**config.mk**
```make
export PLATFORM = sky130hd
export DESIGN_NAME = gses_seq
export DESIGN_NICKNAME = d
export VERILOG_FILES = /design/src/logic/gses_pkg.sv /design/src/logic/gses_seq.sv /design/src/logic/gses_timer.sv
export SDC_FILE = /design/constraint.sdc
export NUM_CORES = 1
export LEC_CHECK = 0
export BUFFER_PORTS_ARGS = -buffer_cell sky130_fd_sc_hd__buf_2
export CAP_MARGIN = 10
export CORE_ASPECT_RATIO = 1.5
export CORE_MARGIN = 2
export CORE_UTILIZATION = 40
export CTS_CLUSTER_DIAMETER = 60
export DETAILED_ROUTE_END_ITERATION = 8
export GPL_TIMING_DRIVEN = 1
export HOLD_SLACK_MARGIN = 0.02
export MAX_ROUTING_LAYER = met4
export PLACE_DENSITY_LB_ADDON = 0.05
export SLEW_MARGIN = 40
export SYNTH_ARGS = -nofsm -noshare
export SYNTH_HDL_FRONTEND = slang
export SYNTH_SLANG_ARGS = --single-unit
```
**constraint.sdc**
```tcl
create_clock -name i_clk -period 3.35 [get_ports i_clk]
set_clock_uncertainty 0.1 [all_clocks]
set_input_delay 0.67 -clock i_clk [delete_from_list [all_inputs] [get_ports i_clk]]
set_output_delay 0.67 -clock i_clk [all_outputs]
set_load 0.005 [all_outputs]
```
**src/logic/gses_pkg.sv**
```systemverilog
/*
 Package of the exposure and readout sequencer: register map, field positions,
 reset values, states and the carrier structs shared by the design files.
 Assumes an AXI4-Lite master with 32-bit data and one 25 MHz clock.
*/
package gses_pkg;
   // Register byte offsets
   localparam logic [7:0] GSES_OFF_CFG_A   = 8'h00;
   localparam logic [7:0] GSES_OFF_CFG_C   = 8'h04;
   localparam logic [7:0] GSES_OFF_CFG_D   = 8'h08;
   localparam logic [7:0] GSES_OFF_RES_LEN = 8'h0C;
   localparam logic [7:0] GSES_OFF_TINT    = 8'h10;
   localparam logic [7:0] GSES_OFF_TINT_DS = 8'h14;
   localparam logic [7:0] GSES_OFF_TINT_TS = 8'h18;
   localparam logic [7:0] GSES_OFF_FOT     = 8'h1C;
   localparam logic [7:0] GSES_OFF_ROT     = 8'h20;
   localparam logic [7:0] GSES_OFF_NDR     = 8'h24;
   localparam logic [7:0] GSES_OFF_LINES   = 8'h28;
   localparam logic [7:0] GSES_OFF_STATUS  = 8'h2C;
   // Field positions
   localparam int GSES_BIT_ENABLE    = 0;
   localparam int GSES_BIT_SLAVE     = 1;
   localparam int GSES_BIT_TRIGGERED = 2;
   localparam int GSES_BIT_CYCLES    = 6;
   localparam int GSES_BIT_DELAY     = 7;
   // Reset values
   localparam logic [15:0] GSES_RST_FOT   = 16'h013B;
   localparam logic [15:0] GSES_RST_ROT   = 16'h0009;
   localparam logic [15:0] GSES_RST_TINT  = 16'h0400;
   localparam logic [15:0] GSES_RST_RES   = 16'h0010;
   localparam logic [15:0] GSES_RST_LINES = 16'h0400;
   localparam logic [7:0]  GSES_RST_NDR   = 8'h01;
   // Line geometry
   localparam logic [5:0] GSES_KERNELS   = 6'h36;
   localparam logic [4:0] GSES_KERNEL_PX = 5'h18;
   localparam logic [3:0] GSES_HALF_PX   = 4'hC;

   typedef enum logic [2:0] {
      GSES_IDLE  = 3'b000,
      GSES_FOT   = 3'b001,
      GSES_ROT   = 3'b010,
      GSES_LINE  = 3'b011,
      GSES_DONE  = 3'b100
   } gses_rd_state_t;

   typedef enum logic [1:0] {
      GSES_X_RESET = 2'b00,
      GSES_X_WAIT  = 2'b01,
      GSES_X_INTEG = 2'b10
   } gses_exp_state_t;

   typedef struct packed {
      logic        enable;
      logic        slave;
      logic        triggered;
      logic        in_cycles;
      logic        delay_rot;
      logic [3:0]  scale;
      logic [15:0] res_len;
      logic [15:0] tint;
      logic [15:0] tint_ds;
      logic [15:0] tint_ts;
      logic [15:0] fot;
      logic [15:0] rot;
      logic [7:0]  ndr;
      logic [15:0] lines;
   } gses_cfg_t;

   typedef struct packed {
      logic       in_fot;
      logic       in_rot;
      logic       in_line;
      logic       dummy_line;
      logic       half_sel;
      logic [5:0] kernel;
   } gses_rd_t;
endpackage : gses_pkg

```
**src/logic/gses_seq.sv**
```systemverilog
/*
 Global-shutter exposure and readout sequencer with an AXI4-Lite register
 slave. Assumes a single 25 MHz clock; exposure pins synchronous to it.
*/
// Decided for this implementation: the address map and the AXI4-Lite slave port.
`timescale 1ns/1ps
// What this block does
// - Every frame readout opens with frame overhead
// - Each line: row overhead, then 54 kernels
// - Kernel read as two 12-pixel halves
// - One config bit picks master or slave
// - Slave: pins set integration, readout internal
// - Pipelined: integrate N while reading N-1
// - Config bit selects lines or cycles
// - Master line counting changes signals only in ROT or while readout is idle
// - Cycle counts scaled by two to power
// - Cycle mode: immediate, or delayed to ROT
// - Delay bit aligns slave pins to ROT
// - Overhead timers always count clock cycles
// - Pipelined slave: pin rise exposes, fall samples
// - Triggered: one image per request
// - Triggered master: rise starts, timer ends
// - Triggered master: reset during readout, new rise
// - Triggered slave: fall starts readout
// - Samples per reset from count register
// - Multi-sample slave suppresses array reset
// - Dummy reference line read before pixels
// - Monitors high during each slope integration
// - Active-low reset, single system clock
module gses_seq (
   input  wire logic               i_clk,
   input  wire logic               i_rst_n,
   input  wire logic [7:0]         s_axi_awaddr,
   input  wire logic               s_axi_awvalid,
   output logic                    s_axi_awready,
   input  wire logic [31:0]        s_axi_wdata,
   input  wire logic [3:0]         s_axi_wstrb,
   input  wire logic               s_axi_wvalid,
   output logic                    s_axi_wready,
   output logic [1:0]              s_axi_bresp,
   output logic                    s_axi_bvalid,
   input  wire logic               s_axi_bready,
   input  wire logic [7:0]         s_axi_araddr,
   input  wire logic               s_axi_arvalid,
   output logic                    s_axi_arready,
   output logic [31:0]             s_axi_rdata,
   output logic [1:0]              s_axi_rresp,
   output logic                    s_axi_rvalid,
   input  wire logic               s_axi_rready,
   input  wire logic [2:0]         i_exposure_pin,
   output logic [2:0]              o_monitor,
   output logic                    o_array_reset,
   output logic                    o_sample,
   output logic                    o_training,
   output gses_pkg::gses_rd_t      o_rd
);
   import gses_pkg::*;

   gses_cfg_t       cfg;
   gses_rd_state_t  rd_state;
   gses_exp_state_t exp_state;
   logic [15:0]     ovh_cnt;
   logic [15:0]     line_cnt;
   logic [7:0]      ndr_cnt;
   logic            aw_hold, w_hold;
   logic [7:0]      aw_addr;
   logic [31:0]     w_data;
   logic [2:0]      pin_q;
   logic [2:0]      pin_eff;
   logic            rot_start, frame_go, frame_busy;
   logic            res_exp, tint_exp, ds_exp, ts_exp, tint_busy, ds_busy, ts_busy;
   logic            start_res, start_tint;
   logic            pend_res, pend_tint;
   logic            apply_now;

   // AXI4-Lite write: address and data taken in either order
   assign s_axi_awready = !aw_hold && !s_axi_bvalid;
   assign s_axi_wready  = !w_hold && !s_axi_bvalid;
   assign s_axi_bresp   = 2'b00;
   assign s_axi_arready = !s_axi_rvalid;
   assign s_axi_rresp   = 2'b00;

   always_ff @(posedge i_clk) begin
      if (!i_rst_n) begin
         aw_hold      <= 1'b0;
         w_hold       <= 1'b0;
         aw_addr      <= 8'h00;
         w_data       <= 32'h0000_0000;
         s_axi_bvalid <= 1'b0;
         cfg          <= '0;
         cfg.fot      <= GSES_RST_FOT;
         cfg.rot      <= GSES_RST_ROT;
         cfg.tint     <= GSES_RST_TINT;
         cfg.res_len  <= GSES_RST_RES;
         cfg.lines    <= GSES_RST_LINES;
         cfg.ndr      <= GSES_RST_NDR;
      end else begin
         if (s_axi_awvalid && s_axi_awready) begin
            aw_hold <= 1'b1;
            aw_addr <= s_axi_awaddr;
         end
         if (s_axi_wvalid && s_axi_wready) begin
            w_hold <= 1'b1;
            w_data <= s_axi_wdata;
         end
         if (aw_hold && w_hold) begin
            aw_hold      <= 1'b0;
            w_hold       <= 1'b0;
            s_axi_bvalid <= 1'b1;
            // Byte strobes ignored: every field fits the low half-word
            if (aw_addr == GSES_OFF_CFG_A) begin
               cfg.enable    <= w_data[GSES_BIT_ENABLE];
               cfg.slave     <= w_data[GSES_BIT_SLAVE];
               cfg.triggered <= w_data[GSES_BIT_TRIGGERED];
            end else if (aw_addr == GSES_OFF_CFG_C) begin
               cfg.in_cycles <= w_data[GSES_BIT_CYCLES];
               cfg.delay_rot <= w_data[GSES_BIT_DELAY];
            end else if (aw_addr == GSES_OFF_CFG_D) begin
               cfg.scale <= w_data[3:0];
            end else if (aw_addr == GSES_OFF_RES_LEN) begin
               cfg.res_len <= w_data[15:0];
            end else if (aw_addr == GSES_OFF_TINT) begin
               cfg.tint <= w_data[15:0];
            end else if (aw_addr == GSES_OFF_TINT_DS) begin
               cfg.tint_ds <= w_data[15:0];
            end else if (aw_addr == GSES_OFF_TINT_TS) begin
               cfg.tint_ts <= w_data[15:0];
            end else if (aw_addr == GSES_OFF_FOT) begin
               cfg.fot <= w_data[15:0];
            end else if (aw_addr == GSES_OFF_ROT) begin
               cfg.rot <= w_data[15:0];
            end else if (aw_addr == GSES_OFF_NDR) begin
               cfg.ndr <= w_data[7:0];
            end else if (aw_addr == GSES_OFF_LINES) begin
               cfg.lines <= w_data[15:0];
            end
         end
         if (s_axi_bvalid && s_axi_bready) begin
            s_axi_bvalid <= 1'b0;
         end
      end
   end

   // Read side: one-cycle answer, unmapped reads return zero with OKAY
   always_ff @(posedge i_clk) begin
      if (!i_rst_n) begin
         s_axi_rvalid <= 1'b0;
         s_axi_rdata  <= 32'h0000_0000;
      end else if (s_axi_arvalid && s_axi_arready) begin
         s_axi_rvalid <= 1'b1;
         if (s_axi_araddr == GSES_OFF_CFG_A) begin
            s_axi_rdata <= {29'h0, cfg.triggered, cfg.slave, cfg.enable};
         end else if (s_axi_araddr == GSES_OFF_CFG_C) begin
            s_axi_rdata <= {24'h0, cfg.delay_rot, cfg.in_cycles, 6'h00};
         end else if (s_axi_araddr == GSES_OFF_CFG_D) begin
            s_axi_rdata <= {28'h0, cfg.scale};
         end else if (s_axi_araddr == GSES_OFF_RES_LEN) begin
            s_axi_rdata <= {16'h0, cfg.res_len};
         end else if (s_axi_araddr == GSES_OFF_TINT) begin
            s_axi_rdata <= {16'h0, cfg.tint};
         end else if (s_axi_araddr == GSES_OFF_TINT_DS) begin
            s_axi_rdata <= {16'h0, cfg.tint_ds};
         end else if (s_axi_araddr == GSES_OFF_TINT_TS) begin
            s_axi_rdata <= {16'h0, cfg.tint_ts};
         end else if (s_axi_araddr == GSES_OFF_FOT) begin
            s_axi_rdata <= {16'h0, cfg.fot};
         end else if (s_axi_araddr == GSES_OFF_ROT) begin
            s_axi_rdata <= {16'h0, cfg.rot};
         end else if (s_axi_araddr == GSES_OFF_NDR) begin
            s_axi_rdata <= {24'h0, cfg.ndr};
         end else if (s_axi_araddr == GSES_OFF_LINES) begin
            s_axi_rdata <= {16'h0, cfg.lines};
         end else if (s_axi_araddr == GSES_OFF_STATUS) begin
            s_axi_rdata <= {8'h0, line_cnt, 2'b00, exp_state, rd_state, o_array_reset};
         end else begin
            s_axi_rdata <= 32'h0000_0000;
         end
      end else if (s_axi_rvalid && s_axi_rready) begin
         s_axi_rvalid <= 1'b0;
      end
   end

   assign o_training = !cfg.enable;
   assign frame_busy = rd_state != GSES_IDLE;

   // Readout engine: FOT, then dummy line, then real lines
   always_ff @(posedge i_clk) begin
      if (!i_rst_n) begin
         rd_state <= GSES_IDLE;
         ovh_cnt  <= 16'h0000;
         line_cnt <= 16'h0000;
         o_rd     <= '0;
      end else begin
         case (rd_state)
            GSES_IDLE: begin
               o_rd <= '0;
               if (frame_go) begin
                  rd_state    <= GSES_FOT;
                  ovh_cnt     <= 16'h0000;
                  o_rd.in_fot <= 1'b1;
               end
            end
            GSES_FOT: begin
               ovh_cnt <= ovh_cnt + 16'h0001;
               if (ovh_cnt + 16'h0001 >= cfg.fot) begin
                  rd_state        <= GSES_ROT;
                  ovh_cnt         <= 16'h0000;
                  line_cnt        <= 16'h0000;
                  o_rd.in_fot     <= 1'b0;
                  o_rd.in_rot     <= 1'b1;
                  o_rd.dummy_line <= 1'b1;
               end
            end
            GSES_ROT: begin
               ovh_cnt <= ovh_cnt + 16'h0001;
               if (ovh_cnt + 16'h0001 >= cfg.rot) begin
                  rd_state      <= GSES_LINE;
                  o_rd.in_rot   <= 1'b0;
                  o_rd.in_line  <= 1'b1;
                  o_rd.kernel   <= 6'h00;
                  o_rd.half_sel <= 1'b0;
               end
            end
            GSES_LINE: begin
               // Two 12-pixel halves per kernel; a clock of the one-clock design
               o_rd.half_sel <= !o_rd.half_sel;
               if (o_rd.half_sel) begin
                  if (o_rd.kernel == GSES_KERNELS - 6'h01) begin
                     o_rd.in_line    <= 1'b0;
                     o_rd.dummy_line <= 1'b0;
                     line_cnt        <= o_rd.dummy_line ? 16'h0000 : line_cnt + 16'h0001;
                     if (!o_rd.dummy_line && line_cnt + 16'h0001 >= cfg.lines) begin
                        rd_state <= GSES_DONE;
                     end else begin
                        rd_state    <= GSES_ROT;
                        ovh_cnt     <= 16'h0000;
                        o_rd.in_rot <= 1'b1;
                     end
                  end else begin
                     o_rd.kernel <= o_rd.kernel + 6'h01;
                  end
               end
            end
            default: begin
               rd_state <= GSES_IDLE;
            end
         endcase
      end
   end

   assign rot_start = o_rd.in_rot && ovh_cnt == 16'h0000;

   // Signal changes allowed now, or during readout only at the next row overhead
   assign apply_now = (cfg.in_cycles && !cfg.delay_rot) || rot_start || !frame_busy;

   always_ff @(posedge i_clk) begin
      if (!i_rst_n) begin
         pin_q <= 3'b000;
      end else if (!cfg.delay_rot || rot_start || !frame_busy) begin
         pin_q <= i_exposure_pin;
      end
   end
   assign pin_eff = pin_q;

   // Idle line pacer: without it line-counted timers stall between frames
   logic [15:0] pace_cnt;
   logic        line_tick;
   always_ff @(posedge i_clk) begin
      if (!i_rst_n || frame_busy) begin
         pace_cnt <= 16'h0000;
      end else if (pace_cnt + 16'h0001 >= cfg.rot + 16'(2 * GSES_KERNELS)) begin
         pace_cnt <= 16'h0000;
      end else begin
         pace_cnt <= pace_cnt + 16'h0001;
      end
   end
   assign line_tick = rot_start || (!frame_busy && pace_cnt == 16'h0000);

   gses_timer u_res (
      .i_clk(i_clk), .i_rst_n(i_rst_n), .i_start(start_res),
      .i_in_cycles(cfg.in_cycles), .i_scale(cfg.scale), .i_line(line_tick),
      .i_len(cfg.res_len), .o_busy(), .o_expired(res_exp));
   gses_timer u_tint (
      .i_clk(i_clk), .i_rst_n(i_rst_n), .i_start(start_tint),
      .i_in_cycles(cfg.in_cycles), .i_scale(cfg.scale), .i_line(line_tick),
      .i_len(cfg.tint), .o_busy(tint_busy), .o_expired(tint_exp));
   gses_timer u_ds (
      .i_clk(i_clk), .i_rst_n(i_rst_n), .i_start(start_tint),
      .i_in_cycles(cfg.in_cycles), .i_scale(cfg.scale), .i_line(line_tick),
      .i_len(cfg.tint_ds), .o_busy(ds_busy), .o_expired(ds_exp));
   gses_timer u_ts (
      .i_clk(i_clk), .i_rst_n(i_rst_n), .i_start(start_tint),
      .i_in_cycles(cfg.in_cycles), .i_scale(cfg.scale), .i_line(line_tick),
      .i_len(cfg.tint_ts), .o_busy(ts_busy), .o_expired(ts_exp));

   // Exposure control; a trigger rise is seen on the effective pin
   logic pin1_d;
   always_ff @(posedge i_clk) begin
      if (!i_rst_n) begin
         exp_state     <= GSES_X_RESET;
         o_array_reset <= 1'b1;
         o_sample      <= 1'b0;
         frame_go      <= 1'b0;
         start_res     <= 1'b0;
         start_tint    <= 1'b0;
         pend_res      <= 1'b0;
         pend_tint     <= 1'b0;
         ndr_cnt       <= 8'h00;
         pin1_d        <= 1'b0;
         o_monitor     <= 3'b000;
      end else begin
         pin1_d     <= pin_eff[0];
         frame_go   <= 1'b0;
         o_sample   <= 1'b0;
         start_res  <= 1'b0;
         start_tint <= 1'b0;
         if (res_exp) pend_res <= 1'b1;
         if (tint_exp) pend_tint <= 1'b1;
         if (!cfg.enable) begin
            exp_state     <= GSES_X_RESET;
            o_array_reset <= 1'b1;
            o_monitor     <= 3'b000;
            pend_res      <= 1'b0;
            pend_tint     <= 1'b0;
         end else if (cfg.slave) begin
            // Slave: pins drive integration; monitors follow pins
            o_monitor <= pin_eff;
            if (pin_eff[0] && !pin1_d && !(cfg.triggered && frame_busy)) begin
               // Later samples keep array out of reset
               o_array_reset <= 1'b0;
               exp_state     <= GSES_X_INTEG;
            end else if (!pin_eff[0] && pin1_d && exp_state == GSES_X_INTEG) begin
               o_sample  <= 1'b1;
               frame_go  <= 1'b1;
               ndr_cnt   <= (ndr_cnt + 8'h01 >= cfg.ndr) ? 8'h00 : ndr_cnt + 8'h01;
               exp_state <= GSES_X_RESET;
               if (cfg.triggered || ndr_cnt + 8'h01 >= cfg.ndr) begin
                  o_array_reset <= 1'b1;
               end
            end
         end else begin
            case (exp_state)
               GSES_X_RESET: begin
                  o_array_reset <= 1'b1;
                  o_monitor     <= 3'b000;
                  if (cfg.triggered) begin
                     if (pin_eff[0] && !pin1_d && !frame_busy) begin
                        start_tint    <= 1'b1;
                        o_array_reset <= 1'b0;
                        exp_state     <= GSES_X_INTEG;
                     end
                  end else begin
                     start_res <= 1'b1;
                     exp_state <= GSES_X_WAIT;
                  end
               end
               GSES_X_WAIT: begin
                  if ((res_exp || pend_res) && apply_now) begin
                     pend_res      <= 1'b0;
                     o_array_reset <= 1'b0;
                     start_tint    <= 1'b1;
                     exp_state     <= GSES_X_INTEG;
                  end
               end
               default: begin
                  o_monitor <= {ts_busy, ds_busy, tint_busy};
                  if ((tint_exp || pend_tint) && apply_now) begin
                     pend_tint <= 1'b0;
                     o_sample  <= 1'b1;
                     frame_go  <= 1'b1;
                     ndr_cnt   <= (ndr_cnt + 8'h01 >= cfg.ndr) ? 8'h00 : ndr_cnt + 8'h01;
                     if (!cfg.triggered && ndr_cnt + 8'h01 < cfg.ndr) begin
                        start_tint <= 1'b1;
                     end else begin
                        exp_state     <= GSES_X_RESET;
                        o_array_reset <= 1'b1;
                     end
                  end
               end
            endcase
         end
      end
   end

   property p_line_after_rot;
      @(posedge i_clk) disable iff (!i_rst_n)
      (rd_state == GSES_ROT && $past(rd_state) == GSES_FOT) |-> o_rd.dummy_line;
   endproperty
   a_line_after_rot: assert property (p_line_after_rot)
      else $error("First line after FOT is not dummy");

   property p_fot_first;
      @(posedge i_clk) disable iff (!i_rst_n)
      ($past(rd_state) == GSES_IDLE && rd_state != GSES_IDLE) |-> rd_state == GSES_FOT;
   endproperty
   a_fot_first: assert property (p_fot_first)
      else $error("Frame did not open with FOT");

   property p_halves;
      @(posedge i_clk) disable iff (!i_rst_n)
      (rd_state == GSES_LINE && !o_rd.half_sel) |=> o_rd.half_sel || rd_state != GSES_LINE;
   endproperty
   a_halves: assert property (p_halves)
      else $error("Kernel half sequence broken");

   property p_lines_rot;
      @(posedge i_clk) disable iff (!i_rst_n)
      (!cfg.in_cycles && !cfg.slave && frame_busy && $fell(o_array_reset)) |-> $past(rot_start);
   endproperty
   a_lines_rot: assert property (p_lines_rot)
      else $error("Line-mode reset release outside ROT");

   property p_sample_go;
      @(posedge i_clk) disable iff (!i_rst_n)
      o_sample |-> frame_go;
   endproperty
   a_sample_go: assert property (p_sample_go)
      else $error("Sample without readout start");

   property p_trig_reset;
      @(posedge i_clk) disable iff (!i_rst_n)
      (cfg.triggered && cfg.enable && rd_state == GSES_LINE) |-> o_array_reset;
   endproperty
   a_trig_reset: assert property (p_trig_reset)
      else $error("Array left reset during triggered readout");

   property p_rst_idle;
      @(posedge i_clk) !i_rst_n |=> rd_state == GSES_IDLE && o_array_reset;
   endproperty
   a_rst_idle: assert property (p_rst_idle)
      else $error("Reset did not idle sequencer");

   property p_kernel_max;
      @(posedge i_clk) disable iff (!i_rst_n)
      o_rd.in_line |-> o_rd.kernel < GSES_KERNELS;
   endproperty
   a_kernel_max: assert property (p_kernel_max)
      else $error("Kernel index beyond 54");
endmodule : gses_seq

```
**src/logic/gses_timer.sv**
```systemverilog
/*
 Exposure interval timer counting either lines or scaled clock cycles.
 Assumes i_line pulses once per row-overhead start and i_start is one cycle.
*/
`timescale 1ns/1ps
module gses_timer #(
   parameter int W = 16
) (
   input  wire logic         i_clk,
   input  wire logic         i_rst_n,
   input  wire logic         i_start,
   input  wire logic         i_in_cycles,
   input  wire logic [3:0]   i_scale,
   input  wire logic         i_line,
   input  wire logic [W-1:0] i_len,
   output logic              o_busy,
   output logic              o_expired
);
   import gses_pkg::*;
   logic [W+14:0] count;
   logic [W+14:0] target;
   logic          tick;

   // Cycle mode scales by two to the power of the scale field
   assign target = i_in_cycles ? ((W+15)'(i_len) << i_scale) : (W+15)'(i_len);
   assign tick   = i_in_cycles | i_line;

   always_ff @(posedge i_clk) begin
      if (!i_rst_n) begin
         count     <= '0;
         o_busy    <= 1'b0;
         o_expired <= 1'b0;
      end else begin
         o_expired <= 1'b0;
         if (i_start) begin
            count  <= '0;
            o_busy <= 1'b1;
         end else if (o_busy && tick) begin
            if (count + (W+15)'(1) >= target) begin
               o_busy    <= 1'b0;
               o_expired <= 1'b1;
            end
            count <= count + (W+15)'(1);
         end
      end
   end
endmodule : gses_timer

```
==> results.md <==
- Pre-Repair DR Iteration Count: 5
- Pre-CTS setup slack: -279 ps
- Fin worst setup slack: -81.6 ps
- CTS Buf Count: 48
- Cell mode on critical path: buf_4
- Wire per inst: 21.7 um
- Total wire length: 102000 um
- Commonest cells after routing, fill and taps aside: nand2_1, nor2_1, dfxtp_1
- Syn Std Cell Area: 0.0276 mm^2
- Worst slew pin tran: 949 ps
- Simple-Gate Fraction of Synth Area: 0.235
- Share of flip-flops with an asynchronous set or reset: 0
- Status: finished with violations
- Worst Setup Path Type: flop to flop
- Leading cell type in the layout, fill and taps excluded: nand2_1
- First-pass GRT wire length: 153000 um
- FMAX: 291 MHz
- Synth warnings: 0
- Placer Congestion: 0.947
- Lkg Pwr: 14.3 nW
- Failing checks: negative setup slack
- DRT iter0 DRCs: 1591
- Boundary Pins: 120
- CP cell instances: buf_12, buf_12, buf_4, mux2i_4, a21oi_2, nand2_1, o21a_1, nor2_1, a221oi_2, buf_4, ha_1, nand3_1, nor2_2, buf_4, a41oi_2, nand3_1, nor2_1, o221ai_2, buf_4, o22ai_1
- Number of H-tree levels: 2
- R2R Path Start: cfg[120]$_SDFFE_PN0P_
- CTS tree: yes
- Critical path arrival: 3880 ps
- GR Util All Layers: 0.289
- Root buf cell: clkbuf_16
- Final HPWL DP: 78200 um
- WP data required: 3790 ps
- CTS Buffer Depth: 3
- Final Core Density: 0.499
- R2r worst-path depth: 20
- Worst hold path depth: 2
- Synth unique cells: 96
- DRC: 0
- XOR/XNOR Fraction of Synth Area: 0.0892
- Max-Slew Margin vs Limit: 0.366
- Nets: 4050
- Die Height: 326 um
- WHS Endpoint: s_axi_rvalid$_SDFFE_PN0P_
- Vias per inst: 5.56
- Share of post-route cells with drive strength above 1: 0.214
- Max FO, Critical Path: 7
- Port Buffers: 87
- Die area: 0.0712 mm^2
- Cell Rows: 118
- Final Hold Vio Count: 0
- Routed via count: 26300
- Largest net degree at the start of global routing: 91
- Post-DRT Antenna Nets: 0
- Clk_lat worst skew: 640 ps
- RSZ-0062 raised after global routing: true
- Sink Count: 396
- Crit path largest cell delay: 400 ps
- Power per cell area: 330 mW/mm^2
- Cells after DPL: 4592
- Max-slew violation total from the final report: 0
- Avg Cell Area, Syn: 7.93 um^2
- Max Cap Viol: 0
- Max IR drop VDD: 0.391 mV
- Top FF cell, synth: dfxtp_1
- GR Overflow Total: 0
- Tightest Hold Check Type: primary input to flop
- Layout area overhead: 24.2%
- Final Critical Period: 3430 ps
- Largest family of logic cells by synthesized area: simple AND/OR/NAND/NOR gates
- Fill cell instance count of the final layout: 6729
- CORE AREA: 0.0687 mm^2
- Initial antenna violation count: 3
- HP Start: s_axi_rready
- Sequential share of the synthesized area: 0.287
- Final setup violation count: 3
- FF-to-FF End: u_res.o_busy$_SDFFE_PN0P_
- Worst path slowest cell: dfxtp_4
- Mux contribution to synthesized area: 0.0965
- Seq cells post-synth: 396
- Reg-to-reg slack, setup: -80 ps
- Synth Area in Adders: 0.0948
- CP Launch Type: flop
- Die width: 218 um
- Worst-path clk slew: 70 ps
- EDFF count, synth: 0
- Compound-Gate Fraction of Synth Area: 0.150
- Post-route insts no fill: 4721
- Initial Util: 0.402
- Vias in the first global route: 26000
- Cells after Synth: 3480
- Period utilization: 1.02
- Worst Setup End Kind: flop
routing by layer:
layer  GRT usage  share of wire  vias up
met4       0.170          0.068        0
met5           -              0        -
met1       0.306           0.38    12500
met2       0.512           0.51      641
met3      0.0333          0.038      283
li1            -              -    12800
final cells by class:
| class | count | area (um^2) | area share |
|---|---|---|---|
| well taps | 900 | 1130 | 0.0329 |
| inverters | 91 | 347 | 0.0101 |
| flip-flops and latches | 396 | 7950 | 0.232 |
| multi-input cells | 2781 | 19500 | 0.568 |
| diodes | 3 | 7.51 | 0.000219 |
| clock inverters | 25 | 379 | 0.0111 |
| repair buffers | 461 | 3590 | 0.105 |
| clock buffers | 64 | 1390 | 0.0407 |
cell families (layout without fill, tap and decap cells):
logic type,Yosys count,count (layout)
adder cells (fa/ha/maj),209,209
AO/OA/AOI/OAI,644,644
buffers and inverters,314,641
other,1,15
multiplexers,241,241
AND/OR/NAND/NOR,1394,1394
XOR/XNOR,281,281
flip-flops,396,396
per-stage QoR:
| stage | TNS, ps | hold slack (ps) | area, um^2 | total power [W] |
|---|---|---|---|---|
| 6_report | -157 | 123 | 34300 | 0.0113 |
| 5_1_grt | -773 | 126 | 34300 | 0.0116 |
| 4_1_cts | -143 | 96.1 | 33000 | 0.0114 |
| 3_5_place_dp | -6360 | 341 | 30900 | 0.00550 |
| 3_3_place_gp | -7310 | 338 | 30900 | 0.00549 |
| 2_1_floorplan | 0 | 336 | 27600 | 0.00522 |
report_power, final:
group	internal [W]	switching, W	total [W]
clock	0.00352	0.00236	0.00588
sequential	0.00474	0.000109	0.00485
combinational	0.000189	0.000378	0.000567
synthesized netlist by cell type (17+ instances only):
cell type  number  area share
a211oi_1       26      0.0071
a21o_1         44       0.012
a21oi_1       208       0.038
a22oi_1        44       0.012
and2_1         31      0.0070
and3_1         49       0.011
and4_1         18      0.0057
buf_2          31      0.0056
buf_4          23      0.0063
clkbuf_1      153       0.021
dfxtp_1       396        0.29
ha_1          209       0.095
inv_1          87       0.012
mux2_2         31       0.013
mux2i_1       193       0.070
mux4_2         17       0.014
nand2_1       469       0.064
nand2b_1       31      0.0070
nand3_1       140       0.025
nand4_1        65       0.015
nor2_1        418       0.057
nor2b_1        50       0.011
nor3_1         42      0.0076
o211ai_1       31      0.0084
o21ai_0       127       0.023
xnor2_1       132       0.042
xor2_1        149       0.047
registers in the layout, indices dropped and copies added, names as in the netlist, 8 cells and up:
register	cells
cfg	129
u_ds.count	31
u_res.count	31
u_tint.count	31
u_ts.count	31
s_axi_rdata	24
line_cnt	16
ovh_cnt	16
pace_cnt	16
w_data	16
o_rd	11
aw_addr	8
ndr_cnt	8
repair_timing:
action | in CTS | in global routing
endpoints found under the hold margin | 0 | 0
setup endpoints to repair | 52 | 52
hold buffers | 0 | 0
pin swaps | 23 | 92
setup buffers | 14 | 22
resized for setup | 49 | 222
cloned | 1 | 6
worst max-delay path, delay by kind of cell, from the launching register on:
kind                       cells  cell delay (ps)
AOI/OAI and AO/OA              6              930
buffers and inverters          6              890
and+or+nand+nor                6              510
DFF                            1              400
muxes                          1              250
adders and majority gates      1              250
worst max-delay path by stage:
stage | start | endpoint | slack (ps)
2_1_floorplan | u_tint.count[0]$_SDFFE_PP0P_ | u_tint.o_busy$_SDFFE_PN0P_ | 20
3_3_place_gp | line_cnt[4]$_SDFFE_PN0P_ | ovh_cnt[1]$_SDFFE_PN0P_ | -320
3_5_place_dp | cfg[120]$_SDFFE_PN0P_ | u_tint.o_busy$_SDFFE_PN0P_ | -280
4_1_cts | cfg[120]$_SDFFE_PN0P_ | u_tint.o_busy$_SDFFE_PN0P_ | -80
5_1_grt | cfg[120]$_SDFFE_PN0P_ | u_tint.o_busy$_SDFFE_PN0P_ | -150
6_report | cfg[120]$_SDFFE_PN0P_ | u_res.o_busy$_SDFFE_PN0P_ | -80
No activity file was read; power rests on OpenSTA's default activity.
